===== config.mk =====
export PLATFORM = sky130hd
export DESIGN_NAME = dcpf_fifo_ctrl
export DESIGN_NICKNAME = d
export VERILOG_FILES = /design/src/rtl/dcpf_pkg.sv /design/src/rtl/dcpf_fifo_ctrl.sv
export VERILOG_INCLUDE_DIRS = /design/src /design/src/rtl
export SDC_FILE = /design/constraint.sdc
export NUM_CORES = 2
export LEC_CHECK = 0
export BUFFER_PORTS_ARGS = -buffer_cell sky130_fd_sc_hd__buf_2
export CAP_MARGIN = 20
export CORE_ASPECT_RATIO = 1.2
export CORE_MARGIN = 10
export CORE_UTILIZATION = 54
export DETAILED_ROUTE_END_ITERATION = 7
export PLACE_DENSITY_LB_ADDON = 0.2
export SYNTH_ARGS = -nofsm -noshare
export SYNTH_HDL_FRONTEND = slang
export SYNTH_SLANG_ARGS = --single-unit

===== constraint.sdc =====
create_clock -name mclk -period 9.96 [get_ports mclk]
set_clock_uncertainty 0.2 [all_clocks]
set_input_delay 2.49 -clock mclk [delete_from_list [all_inputs] [get_ports mclk]]
set_output_delay 2.49 -clock mclk [all_outputs]
set_load 0.01 [all_outputs]

===== src/rtl/dcpf_params.svh =====
// constants of the programmable fifo controller
`ifndef DCPF_PARAMS_SVH
`define DCPF_PARAMS_SVH
// ----------------------------------------------------------------
// storage geometry
// ----------------------------------------------------------------
`define DCPF_DW 36
`define DCPF_CW 8
`define DCPF_AW 4
`define DCPF_PW 5
`define DCPF_DEPTH 16
`define DCPF_DEPTH9 9'h010
`define DCPF_AE_RST 8'h02
`define DCPF_AF_RST 8'h02
// ----------------------------------------------------------------
// register map, byte addresses
// ----------------------------------------------------------------
`define DCPF_AXI_AW 8
`define DCPF_STS_OFS 8'h00
`define DCPF_EN_OFS 8'h04
`define DCPF_CLR_OFS 8'h08
`define DCPF_LVL_OFS 8'h0C
`define DCPF_AE_OFS 8'h10
`define DCPF_AF_OFS 8'h14
// ----------------------------------------------------------------
// event bits and level register fields
// ----------------------------------------------------------------
`define DCPF_EV_W 4
`define DCPF_EV_FULL 0
`define DCPF_EV_EMPTY 1
`define DCPF_EV_OVF 2
`define DCPF_EV_UDF 3
`define DCPF_LVL_EMPTY 8
`define DCPF_LVL_FULL 9
`define DCPF_LVL_AE 10
`define DCPF_LVL_AF 11
`define DCPF_RESP_OKAY 2'h0
`define DCPF_RESP_SLVERR 2'h2
`endif


===== src/rtl/dcpf_pkg.sv =====
// types of the programmable fifo controller
`include "dcpf_params.svh"
package dcpf_pkg;
  typedef logic [`DCPF_DEPTH-1:0][`DCPF_DW-1:0] dcpf_mem_t;

  typedef struct packed {
    dcpf_mem_t mem;
    logic [`DCPF_PW-1:0] wptr;
    logic [`DCPF_PW-1:0] rptr;
    logic [`DCPF_PW-1:0] mark;
    logic [`DCPF_DW-1:0] dout;
    logic emptyN;
    logic fullN;
    logic aeN;
    logic afN;
    logic [`DCPF_CW-1:0] aeOff;
    logic [`DCPF_CW-1:0] afOff;
    logic cfgWIdx;
    logic cfgRIdx;
    logic sclkPrev;
    logic [`DCPF_EV_W-1:0] sts;
    logic [`DCPF_EV_W-1:0] irqEn;
    logic irq;
    logic awready;
    logic wready;
    logic bvalid;
    logic [1:0] bresp;
    logic arready;
    logic rvalid;
    logic [1:0] rresp;
    logic [31:0] rdata;
  } dcpf_state_s;
endpackage : dcpf_pkg


===== src/rtl/dcpf_fifo_ctrl.sv =====
// programmable fifo controller with mark, retransmit and serial load
//
// Summary of operation
// - write strobe stores word to memory, or to offsets when load select low
// - read strobe fetches next memory word, or offsets when load select low
// - offset accesses use only the low eight data lines
// - memory accesses use the full 36-bit data buses
// - empty flag low while memory holds nothing, updated on the clock
// - full flag low while memory is full, updated on the clock
// - almost-empty flag low when level reaches almost-empty offset
// - almost-full flag low when free space falls to almost-full offset
// - retransmit reloads read pointer with the marked location
// - after retransmit, reads replay old data until pointers meet
// - master reset clears pointers and output register
// - master reset restores offsets to defaults and resets flags
// - partial reset clears pointers and output register
// - partial reset keeps offsets, still resets flags
// - serial clock rising edge with load enable shifts bit into offsets
// - mark records the current read pointer as retransmit target
// - enabled write advances pointer unless full, even with input drive off; skipped slot unwritten
`timescale 1ns/1ps
`include "dcpf_params.svh"
module dcpf_fifo_ctrl
  import dcpf_pkg::*;
(
  input wire logic mclk,
  input wire logic rst_n,
  input wire logic clkEn,
  input wire logic writeEn,
  input wire logic loadSelectN,
  input wire logic inputDriveEnable,
  input wire logic [`DCPF_DW-1:0] dataIn,
  input wire logic readEn,
  output logic [`DCPF_DW-1:0] dataOut,
  output logic emptyFlagN,
  output logic fullFlagN,
  output logic almostEmptyFlagN,
  output logic almostFullFlagN,
  input wire logic markReq,
  input wire logic retransmitReq,
  input wire logic masterResetN,
  input wire logic partialResetN,
  input wire logic serialClk,
  input wire logic serialLoadEnable,
  input wire logic serialIn,
  input wire logic [`DCPF_AXI_AW-1:0] awaddr,
  input wire logic awvalid,
  output logic awready,
  input wire logic [31:0] wdata,
  input wire logic [3:0] wstrb,
  input wire logic wvalid,
  output logic wready,
  output logic [1:0] bresp,
  output logic bvalid,
  input wire logic bready,
  input wire logic [`DCPF_AXI_AW-1:0] araddr,
  input wire logic arvalid,
  output logic arready,
  output logic [31:0] rdata,
  output logic [1:0] rresp,
  output logic rvalid,
  input wire logic rready,
  output logic irq
);
  // ----------------------------------------------------------------
  // state
  // ----------------------------------------------------------------
  localparam dcpf_state_s RST_S = '{
    fullN: 1'b1,
    afN: 1'b1,
    sclkPrev: 1'b1, // an idle-high serial clock must not look like an edge
    aeOff: `DCPF_AE_RST,
    afOff: `DCPF_AF_RST,
    default: '0
  };

  dcpf_state_s q;
  dcpf_state_s d;
  logic wrGo;
  logic rdGo;
  logic sEdge;
  logic awGo;
  logic arGo;
  logic [`DCPF_CW-1:0] lvl;
  logic [`DCPF_CW-1:0] lvlNow;
  logic [`DCPF_EV_W-1:0] ev;
  logic [`DCPF_EV_W-1:0] clr;

  // ----------------------------------------------------------------
  // next state
  // ----------------------------------------------------------------
  always_comb begin
    d = q;
    ev = '0;
    clr = '0;
    wrGo = writeEn && loadSelectN && q.fullN;
    rdGo = readEn && loadSelectN && q.emptyN;
    sEdge = serialClk && !q.sclkPrev && serialLoadEnable;
    awGo = awvalid && wvalid && !q.awready && !q.bvalid;
    arGo = arvalid && !q.arready && !q.rvalid;
    lvlNow = {3'h0, q.wptr - q.rptr};
    d.sclkPrev = serialClk;
    // bus write: accept address and data together, answer next cycle
    if (q.bvalid && bready) begin
      d.bvalid = 1'b0;
    end
    if (awGo) begin
      d.awready = 1'b1;
      d.wready = 1'b1;
    end
    if (q.awready) begin
      d.awready = 1'b0;
      d.wready = 1'b0;
      d.bvalid = 1'b1;
      d.bresp = `DCPF_RESP_OKAY;
      case (awaddr)
        `DCPF_EN_OFS: begin
          if (wstrb[0]) d.irqEn = wdata[`DCPF_EV_W-1:0];
        end
        `DCPF_CLR_OFS: begin
          if (wstrb[0]) clr = wdata[`DCPF_EV_W-1:0];
        end
        `DCPF_AE_OFS: begin
          if (wstrb[0]) d.aeOff = wdata[`DCPF_CW-1:0];
        end
        `DCPF_AF_OFS: begin
          if (wstrb[0]) d.afOff = wdata[`DCPF_CW-1:0];
        end
        default: begin
          d.bresp = `DCPF_RESP_SLVERR;
        end
      endcase
    end
    // bus read
    if (q.rvalid && rready) begin
      d.rvalid = 1'b0;
    end
    if (arGo) begin
      d.arready = 1'b1;
    end
    if (q.arready) begin
      d.arready = 1'b0;
      d.rvalid = 1'b1;
      d.rresp = `DCPF_RESP_OKAY;
      d.rdata = '0;
      case (araddr)
        `DCPF_STS_OFS: d.rdata[`DCPF_EV_W-1:0] = q.sts;
        `DCPF_EN_OFS: d.rdata[`DCPF_EV_W-1:0] = q.irqEn;
        `DCPF_CLR_OFS: d.rdata = '0;
        `DCPF_LVL_OFS: begin
          d.rdata[`DCPF_CW-1:0] = lvlNow;
          d.rdata[`DCPF_LVL_EMPTY] = q.emptyN;
          d.rdata[`DCPF_LVL_FULL] = q.fullN;
          d.rdata[`DCPF_LVL_AE] = q.aeN;
          d.rdata[`DCPF_LVL_AF] = q.afN;
        end
        `DCPF_AE_OFS: d.rdata[`DCPF_CW-1:0] = q.aeOff;
        `DCPF_AF_OFS: d.rdata[`DCPF_CW-1:0] = q.afOff;
        default: d.rresp = `DCPF_RESP_SLVERR;
      endcase
    end
    // serial path: one chain, almost-full offset nearest the input
    if (sEdge) begin
      {d.aeOff, d.afOff} = {q.aeOff[`DCPF_CW-2:0], q.afOff, serialIn};
    end
    // parallel offset load alternates between the two offsets
    if (writeEn && !loadSelectN) begin
      if (q.cfgWIdx) begin
        d.afOff = dataIn[`DCPF_CW-1:0];
      end else begin
        d.aeOff = dataIn[`DCPF_CW-1:0];
      end
      d.cfgWIdx = !q.cfgWIdx;
    end
    if (wrGo) begin
      if (inputDriveEnable) begin
        d.mem[q.wptr[`DCPF_AW-1:0]] = dataIn;
      end
      d.wptr = q.wptr + 1'b1;
    end
    if (writeEn && loadSelectN && !q.fullN) begin
      ev[`DCPF_EV_OVF] = 1'b1;
    end
    if (readEn && !loadSelectN) begin
      d.dout = '0;
      d.dout[`DCPF_CW-1:0] = q.cfgRIdx ? q.afOff : q.aeOff;
      d.cfgRIdx = !q.cfgRIdx;
    end
    if (rdGo) begin
      d.dout = q.mem[q.rptr[`DCPF_AW-1:0]];
      d.rptr = q.rptr + 1'b1;
    end
    if (readEn && loadSelectN && !q.emptyN) begin
      ev[`DCPF_EV_UDF] = 1'b1;
    end
    if (markReq) begin
      d.mark = q.rptr;
    end
    // retransmit wins over a read advance in the same cycle
    if (retransmitReq) begin
      d.rptr = q.mark;
    end
    // resets override pointer, mark and output updates of the same cycle; enable and clear bus writes and, under partial reset, offset loads still land
    if (!masterResetN || !partialResetN) begin
      d.wptr = '0;
      d.rptr = '0;
      d.mark = '0;
      d.dout = '0;
      d.cfgWIdx = 1'b0;
      d.cfgRIdx = 1'b0;
    end
    if (!masterResetN) begin
      d.aeOff = `DCPF_AE_RST;
      d.afOff = `DCPF_AF_RST;
    end
    // flags follow the new level, so they also settle under reset
    lvl = {3'h0, d.wptr - d.rptr};
    d.emptyN = (lvl != '0);
    d.fullN = (lvl < `DCPF_DEPTH);
    d.aeN = (lvl > d.aeOff);
    d.afN = ({1'b0, lvl} + {1'b0, d.afOff}) < `DCPF_DEPTH9;
    ev[`DCPF_EV_FULL] = q.fullN && !d.fullN;
    ev[`DCPF_EV_EMPTY] = q.emptyN && !d.emptyN;
    // an event in the clearing cycle survives
    d.sts = (q.sts & ~clr) | ev;
    d.irq = |(d.sts & d.irqEn);
  end

  always_ff @(posedge mclk) begin
    if (!rst_n) begin
      q <= RST_S;
    end else if (clkEn) begin
      q <= d;
    end
  end

  // ----------------------------------------------------------------
  // outputs
  // ----------------------------------------------------------------
  assign dataOut = q.dout;
  assign emptyFlagN = q.emptyN;
  assign fullFlagN = q.fullN;
  assign almostEmptyFlagN = q.aeN;
  assign almostFullFlagN = q.afN;
  assign awready = q.awready;
  assign wready = q.wready;
  assign bvalid = q.bvalid;
  assign bresp = q.bresp;
  assign arready = q.arready;
  assign rvalid = q.rvalid;
  assign rresp = q.rresp;
  assign rdata = q.rdata;
  assign irq = q.irq;

  // ----------------------------------------------------------------
  // checks
  // ----------------------------------------------------------------
  logic live;
  logic cfgTouch;
  logic [`DCPF_AW-1:0] wIdx;
  logic [`DCPF_DW-1:0] rdWord;
  logic [`DCPF_CW-1:0] dinLow;
  assign live = clkEn && masterResetN && partialResetN;
  assign cfgTouch = sEdge || (writeEn && !loadSelectN) || q.awready;
  assign wIdx = q.wptr[`DCPF_AW-1:0];
  assign rdWord = q.mem[q.rptr[`DCPF_AW-1:0]];
  assign dinLow = dataIn[`DCPF_CW-1:0];
endmodule : dcpf_fifo_ctrl


After elaboration in Yosys (flattened, before gate mapping). Index checks and enable logic that the tools add are counted.

Output and inout port bits: 82. Bits of input ports: 107. Bits in registers: 680. Logic and storage cells: 165.

Add/sub/neg operators: 5. Eq/ne operators: 9. $lt $le $gt $ge: 6. Reductions and logical operators: 57. Bitwise operators: 4. Muxes and demuxes: 44.

Operator list (count): $bwmux W576 (1); $mux W36 (5); $bmux W36 S4 (1); $demux W36 S4 (1); $mux W8 (7); $mux W51 (1); $mux W16 (3); $eq A8 B5 Y1 const B (4); $mux W4 (7); $mux W5 (5); $eq A8 B4 Y1 const B (3); $logic_and A1 B1 Y1 (20); $pmux W4 S5 (1); $reduce_and A2 Y1 (9); $mux W17 (1); $eq A8 B3 Y1 const B (2); $logic_not A1 Y1 (14); $pmux W4 S3 (1); $reduce_bool A2 Y1 (6); $add A5 B1 Y5 const B (2); $lt A4 B5 Y1 const B (2); $sub A5 B5 Y5 (2); $add A5 B8 Y9 (1); $lt A9 B5 Y1 const B (1); other kinds (15) (25).

Depth between registers and ports, before layout.
Word-level depth: 12. Mapped depth: 19. Depth with buffers taken out: 16.

Worst setup path after synthesis. OpenSTA, ideal clock, no wires.

Kind: input port to flip-flop. Start point: input loadSelectN. End point: register q (netlist bit almostFullFlagN). Cell stages on the path: 17. Slack: 3.608 ns. Library setup time: 0.060 ns. Buffers on the path: 2. Data required time: 9.700 ns. Data arrival time: 6.093 ns. Cells stage by stage: buf_2 nand3_1 clkbuf_1 xnor2_1 mux2i_1 nor2_1 ha_1 fa_1 nor2b_1 o21a_1 or4_1 nand3_1 and2_1 ha_1 or4_1 a2111oi_0 a221o_1.

RTL lines: from (decl) (line dcpf_fifo_ctrl.sv:30) `input wire logic loadSelectN,`; to (signal assigned) (line dcpf_fifo_ctrl.sv:231) `q <= RST_S;`; to (signal assigned) (line dcpf_fifo_ctrl.sv:233) `q <= d;`; to (decl) (line dcpf_fifo_ctrl.sv:77) `dcpf_state_s q;`.

==> results.sh <==
export IMPL_max_freq_mhz=149
export IMPL_remaining_drc_errors=0
export IMPL_final_cell_mix="nand2_1 (1214), dfxtp_1 (675), a21oi_1 (621), mux4_2 (180), buf_2 (139)"
export IMPL_data_required_critical_path_ns=10.32
export IMPL_placed_cells_incl_taps=4125
export IMPL_power_ir_vdd_worst_v=0.000128
export IMPL_crit_path_max_incr_delay_ns=0.73
export IMPL_design_portCount=189
export IMPL_route_vias_total=25966
export IMPL_min_from="rresp[1]"
export IMPL_netlist_top_cells_area="dfxtp_1 (45%), nand2_1 (15%), mux4_2 (13%)"
export IMPL_worstRegToRegCells=15
export IMPL_final_antenna_violating_net_count=0
export IMPL_postSynthRegisterBits=678
export IMPL_synth_top_cell_area_share_pct=44.8
export IMPL_initial_utilization_pct=54.4
export IMPL_layoutNonFillerInstCount=4249
export IMPL_design_die_area_um2=66100
export IMPL_max_clock_path_buffers=3
export IMPL_hold_crit_path_type="flip-flop to flip-flop"
export IMPL_clkPwrFrac_pct=46.9
export IMPL_drt_met1_wl_mm=35.7
export IMPL_grt_pass1_wl_mm=144
export IMPL_cts_root_buffer_cell="clkbuf_16"
export IMPL_relSlewSlack_pct=20.7
export IMPL_synthesis_area_um2=30300
export IMPL_fp_row_count=95
export IMPL_pwr_dens_nw_per_um2=166
export IMPL_post_synth_inst_count=3590
export IMPL_htreeDepth=3
export IMPL_setup_viol=0
export IMPL_period_share_pct=67.6
export IMPL_final_common_cell="nand2_1"
export IMPL_hold_viol_final=0
export IMPL_share_seq_of_total_power_pct=49.5
export IMPL_grt_overflow=0
export IMPL_combinationalPowerShare_pct=3.6
export IMPL_clock_sink_count=678
export IMPL_detail_route_iter0_violations=2864
export IMPL_source_of_the_worst_register_to_register_timing_path="emptyFlagN"
export IMPL_run_status="finished, final reports clean"
export IMPL_die_boundary_height_um=280
export IMPL_multi_input_area_um2=15200
export IMPL_timing_setup_critical_path_class="input pin to flip-flop"
export IMPL_most_frequently_used_flop_master_after_synthesis="dfxtp_1"
export IMPL_r2r_slack_ns=4.83
export IMPL_avgSynthCellArea_um2=8.45
export IMPL_synthDistinctLibCells=68
export IMPL_power_switching_fraction_pct=22.4
export IMPL_yosys_area_top_type="dfxtp_1"
export IMPL_wl_per_cell_um=22.3
export IMPL_crit_path_slowest_cell="nand3_1"
export IMPL_register_area_um2=13600
export IMPL_clkLatencyLatePin_ns=0.61
export IMPL_cp_cell_instances="buf_2 > nand3_1 > xnor2_1 > mux2i_1 > nor2_1 > ha_1 > fa_1 > nor2b_1 > o21a_1 > or4_1 > nand3_1 > and2_1 > ha_1 > or4_1 > a2111oi_0 > a221o_1"
export IMPL_finalWeightedCongestion=0.900
export IMPL_totalNegativeSetupSlack_ns=0
export IMPL_slew_viol_final=0
export IMPL_met3RoutedLength_mm=8.61
export IMPL_worstMarginPinSlew_ns=1.19
export IMPL_cts_resized=0
export IMPL_drt_pass1_iterations=6
export IMPL_ys_warnings_count=0
export IMPL_maxUsedRoutingLayer="met5"
export IMPL_cp_data_arrival_time_ns=7.09
export IMPL_cts_tree="yes"
export IMPL_area_delta_synth_final_pct=9.18
export IMPL_clkTransAtPathRegs_ns=0.06
export IMPL_tritoncts_num_buffers=69
export IMPL_grt_antenna_before_repair=3
export IMPL_post_route_cells_drive_above_1_share_pct=14.9
export IMPL_core_region_area_um2=55700
export IMPL_asyncSetResetFlopFracSynth_pct=0
export IMPL_critical_path_peak_fanout=22
export IMPL_finalWorstPathRequiredPeriod_ns=6.73
export IMPL_layout_nets=3602
export IMPL_via_per_inst=6.11
export IMPL_first_global_vias=25342
export IMPL_critical_path_top_delay_family="simple AND/OR/NAND/NOR gates"
export IMPL_port_buffers=139
export IMPL_grt_max_degree=246
export IMPL_cp_buffers_inverters=1
export IMPL_hold_end="rresp[1]"
export IMPL_hold_path_depth=2
export IMPL_max_cap_violations=0
export IMPL_totalPowerFinal_mw=5.51
export IMPL_cts_post_setup_buffers_inserted=0
export IMPL_synth_sequential_area_ratio_pct=44.8
export IMPL_grt_total_usage_pct=27.7
export IMPL_internal_power_mw=4.27
export IMPL_critical_path_reg2reg_endpoint="almostFullFlagN"
export IMPL_die_w_um=236
export IMPL_fillCellCount=4799
export IMPL_setup_worst_path_end_class="flip-flop"
export IMPL_power_net_switching_mw=1.24
export IMPL_count_of_flip_flops_with_a_built_in_enable_after_synthesis=0
export IMPL_cts_hold_buf=0
export IMPL_dp_hpwl_mm=53.8
export IMPL_cp_start_kind="input pin"
export IMPL_cellLeakagePower_nw=10.9
export IMPL_overall_routed_net_length_mm=94.8
export IMPL_grt_setup_unrepaired="false"
export IMPL_detailroute_wirelength_met2_mm=46.5
tightest hold or removal path, cell delays in order, from the launching register on:
cell     delay [ns]
dfxtp_1        0.31
nand2_1        0.05
a21oi_1        0.05
power groups by stage:
stage | clock network (mW) | logic, mW | registers [mW]
2_1_floorplan | 0 | 0.141 | 2.79
5_1_grt | 2.72 | 0.214 | 2.73
3_3_place_gp | 0 | 0.185 | 2.79
4_1_cts | 2.62 | 0.191 | 2.73
6_report | 2.59 | 0.197 | 2.73
3_5_place_dp | 0 | 0.190 | 2.79
worst max path at each step:
stage / start / to / slack, ns / depth (start not counted)
detailed placement: loadSelectN / almostFullFlagN / 2.64 / 16
finish: loadSelectN / almostFullFlagN / 3.23 / 16
global route: loadSelectN / almostFullFlagN / 2.84 / 16
CTS: loadSelectN / almostFullFlagN / 3.25 / 16
global placement: loadSelectN / almostFullFlagN / 2.71 / 16
floorplan: loadSelectN / almostFullFlagN / 3.61 / 17
logic make-up after synthesis:
group                      after synthesis  synth area share, %
AOI/OAI and AO/OA                      771                 13.7
muxes                                  227                 14.9
other                                    1               0.0124
xor gates and xnor gates                11                0.318
DFF                                    678                 44.8
adders and majority gates               24                 1.04
and+or+nand+nor                       1460                 19.1
buffers and inverters                  418                 6.14
cells in the mapped netlist (all sizes together), types with 7 or more instances:
library cell  count
nand2          1223
dfxtp           678
a21oi           621
clkbuf          296
mux4            180
nor2            113
buf             104
o21ai            46
mux2i            44
a22oi            38
nand3            38
ha               22
inv              18
nor3             17
a211oi           15
and2             11
nor4             10
o21a              9
nor2b             8
nand2b            7
xnor2             7
per-stage QoR:
stage                     util (%)  area [um2]  hold WS [ns]  setup slack (ns)
after CTS                     59.3       33000         0.252              3.25
after global placement        55.2       30800         0.238              2.71
final                         59.4       33100         0.251              3.23
after floorplan                  -       30400         0.232              3.61
after global routing          59.4       33100         0.263              2.84
after detailed placement      55.2       30800         0.243              2.64
layout make-up:
cell class,count,share of cell area (%)
flip-flops and latches,678,41.0
clock buffers,102,6.30
clock inverters,18,0.522
well taps,727,2.75
inverters,18,0.227
diodes,2,0.0151
repair buffers,189,3.39
multi-input cells,2515,45.8
sequential cells by signal, indices dropped and copies added, names as in the netlist:
signal and count:
almostEmptyFlagN 1, bvalid 1, arready 1, fullFlagN 1
rdata 12, rvalid 1, emptyFlagN 1, q 618
dataOut 36, almostFullFlagN 1, irq 1, wready 1
bresp 1, rresp 1, awready 1
metal layers:
metal / global-route usage (%) / up-vias
met5: 0 / -
met4: 12.9 / 2
met3: 4.42 / 283
met2: 47.0 / 1296
met1: 33.9 / 12553
li1: - / 11832
Power figures use the tool's default switching activity.
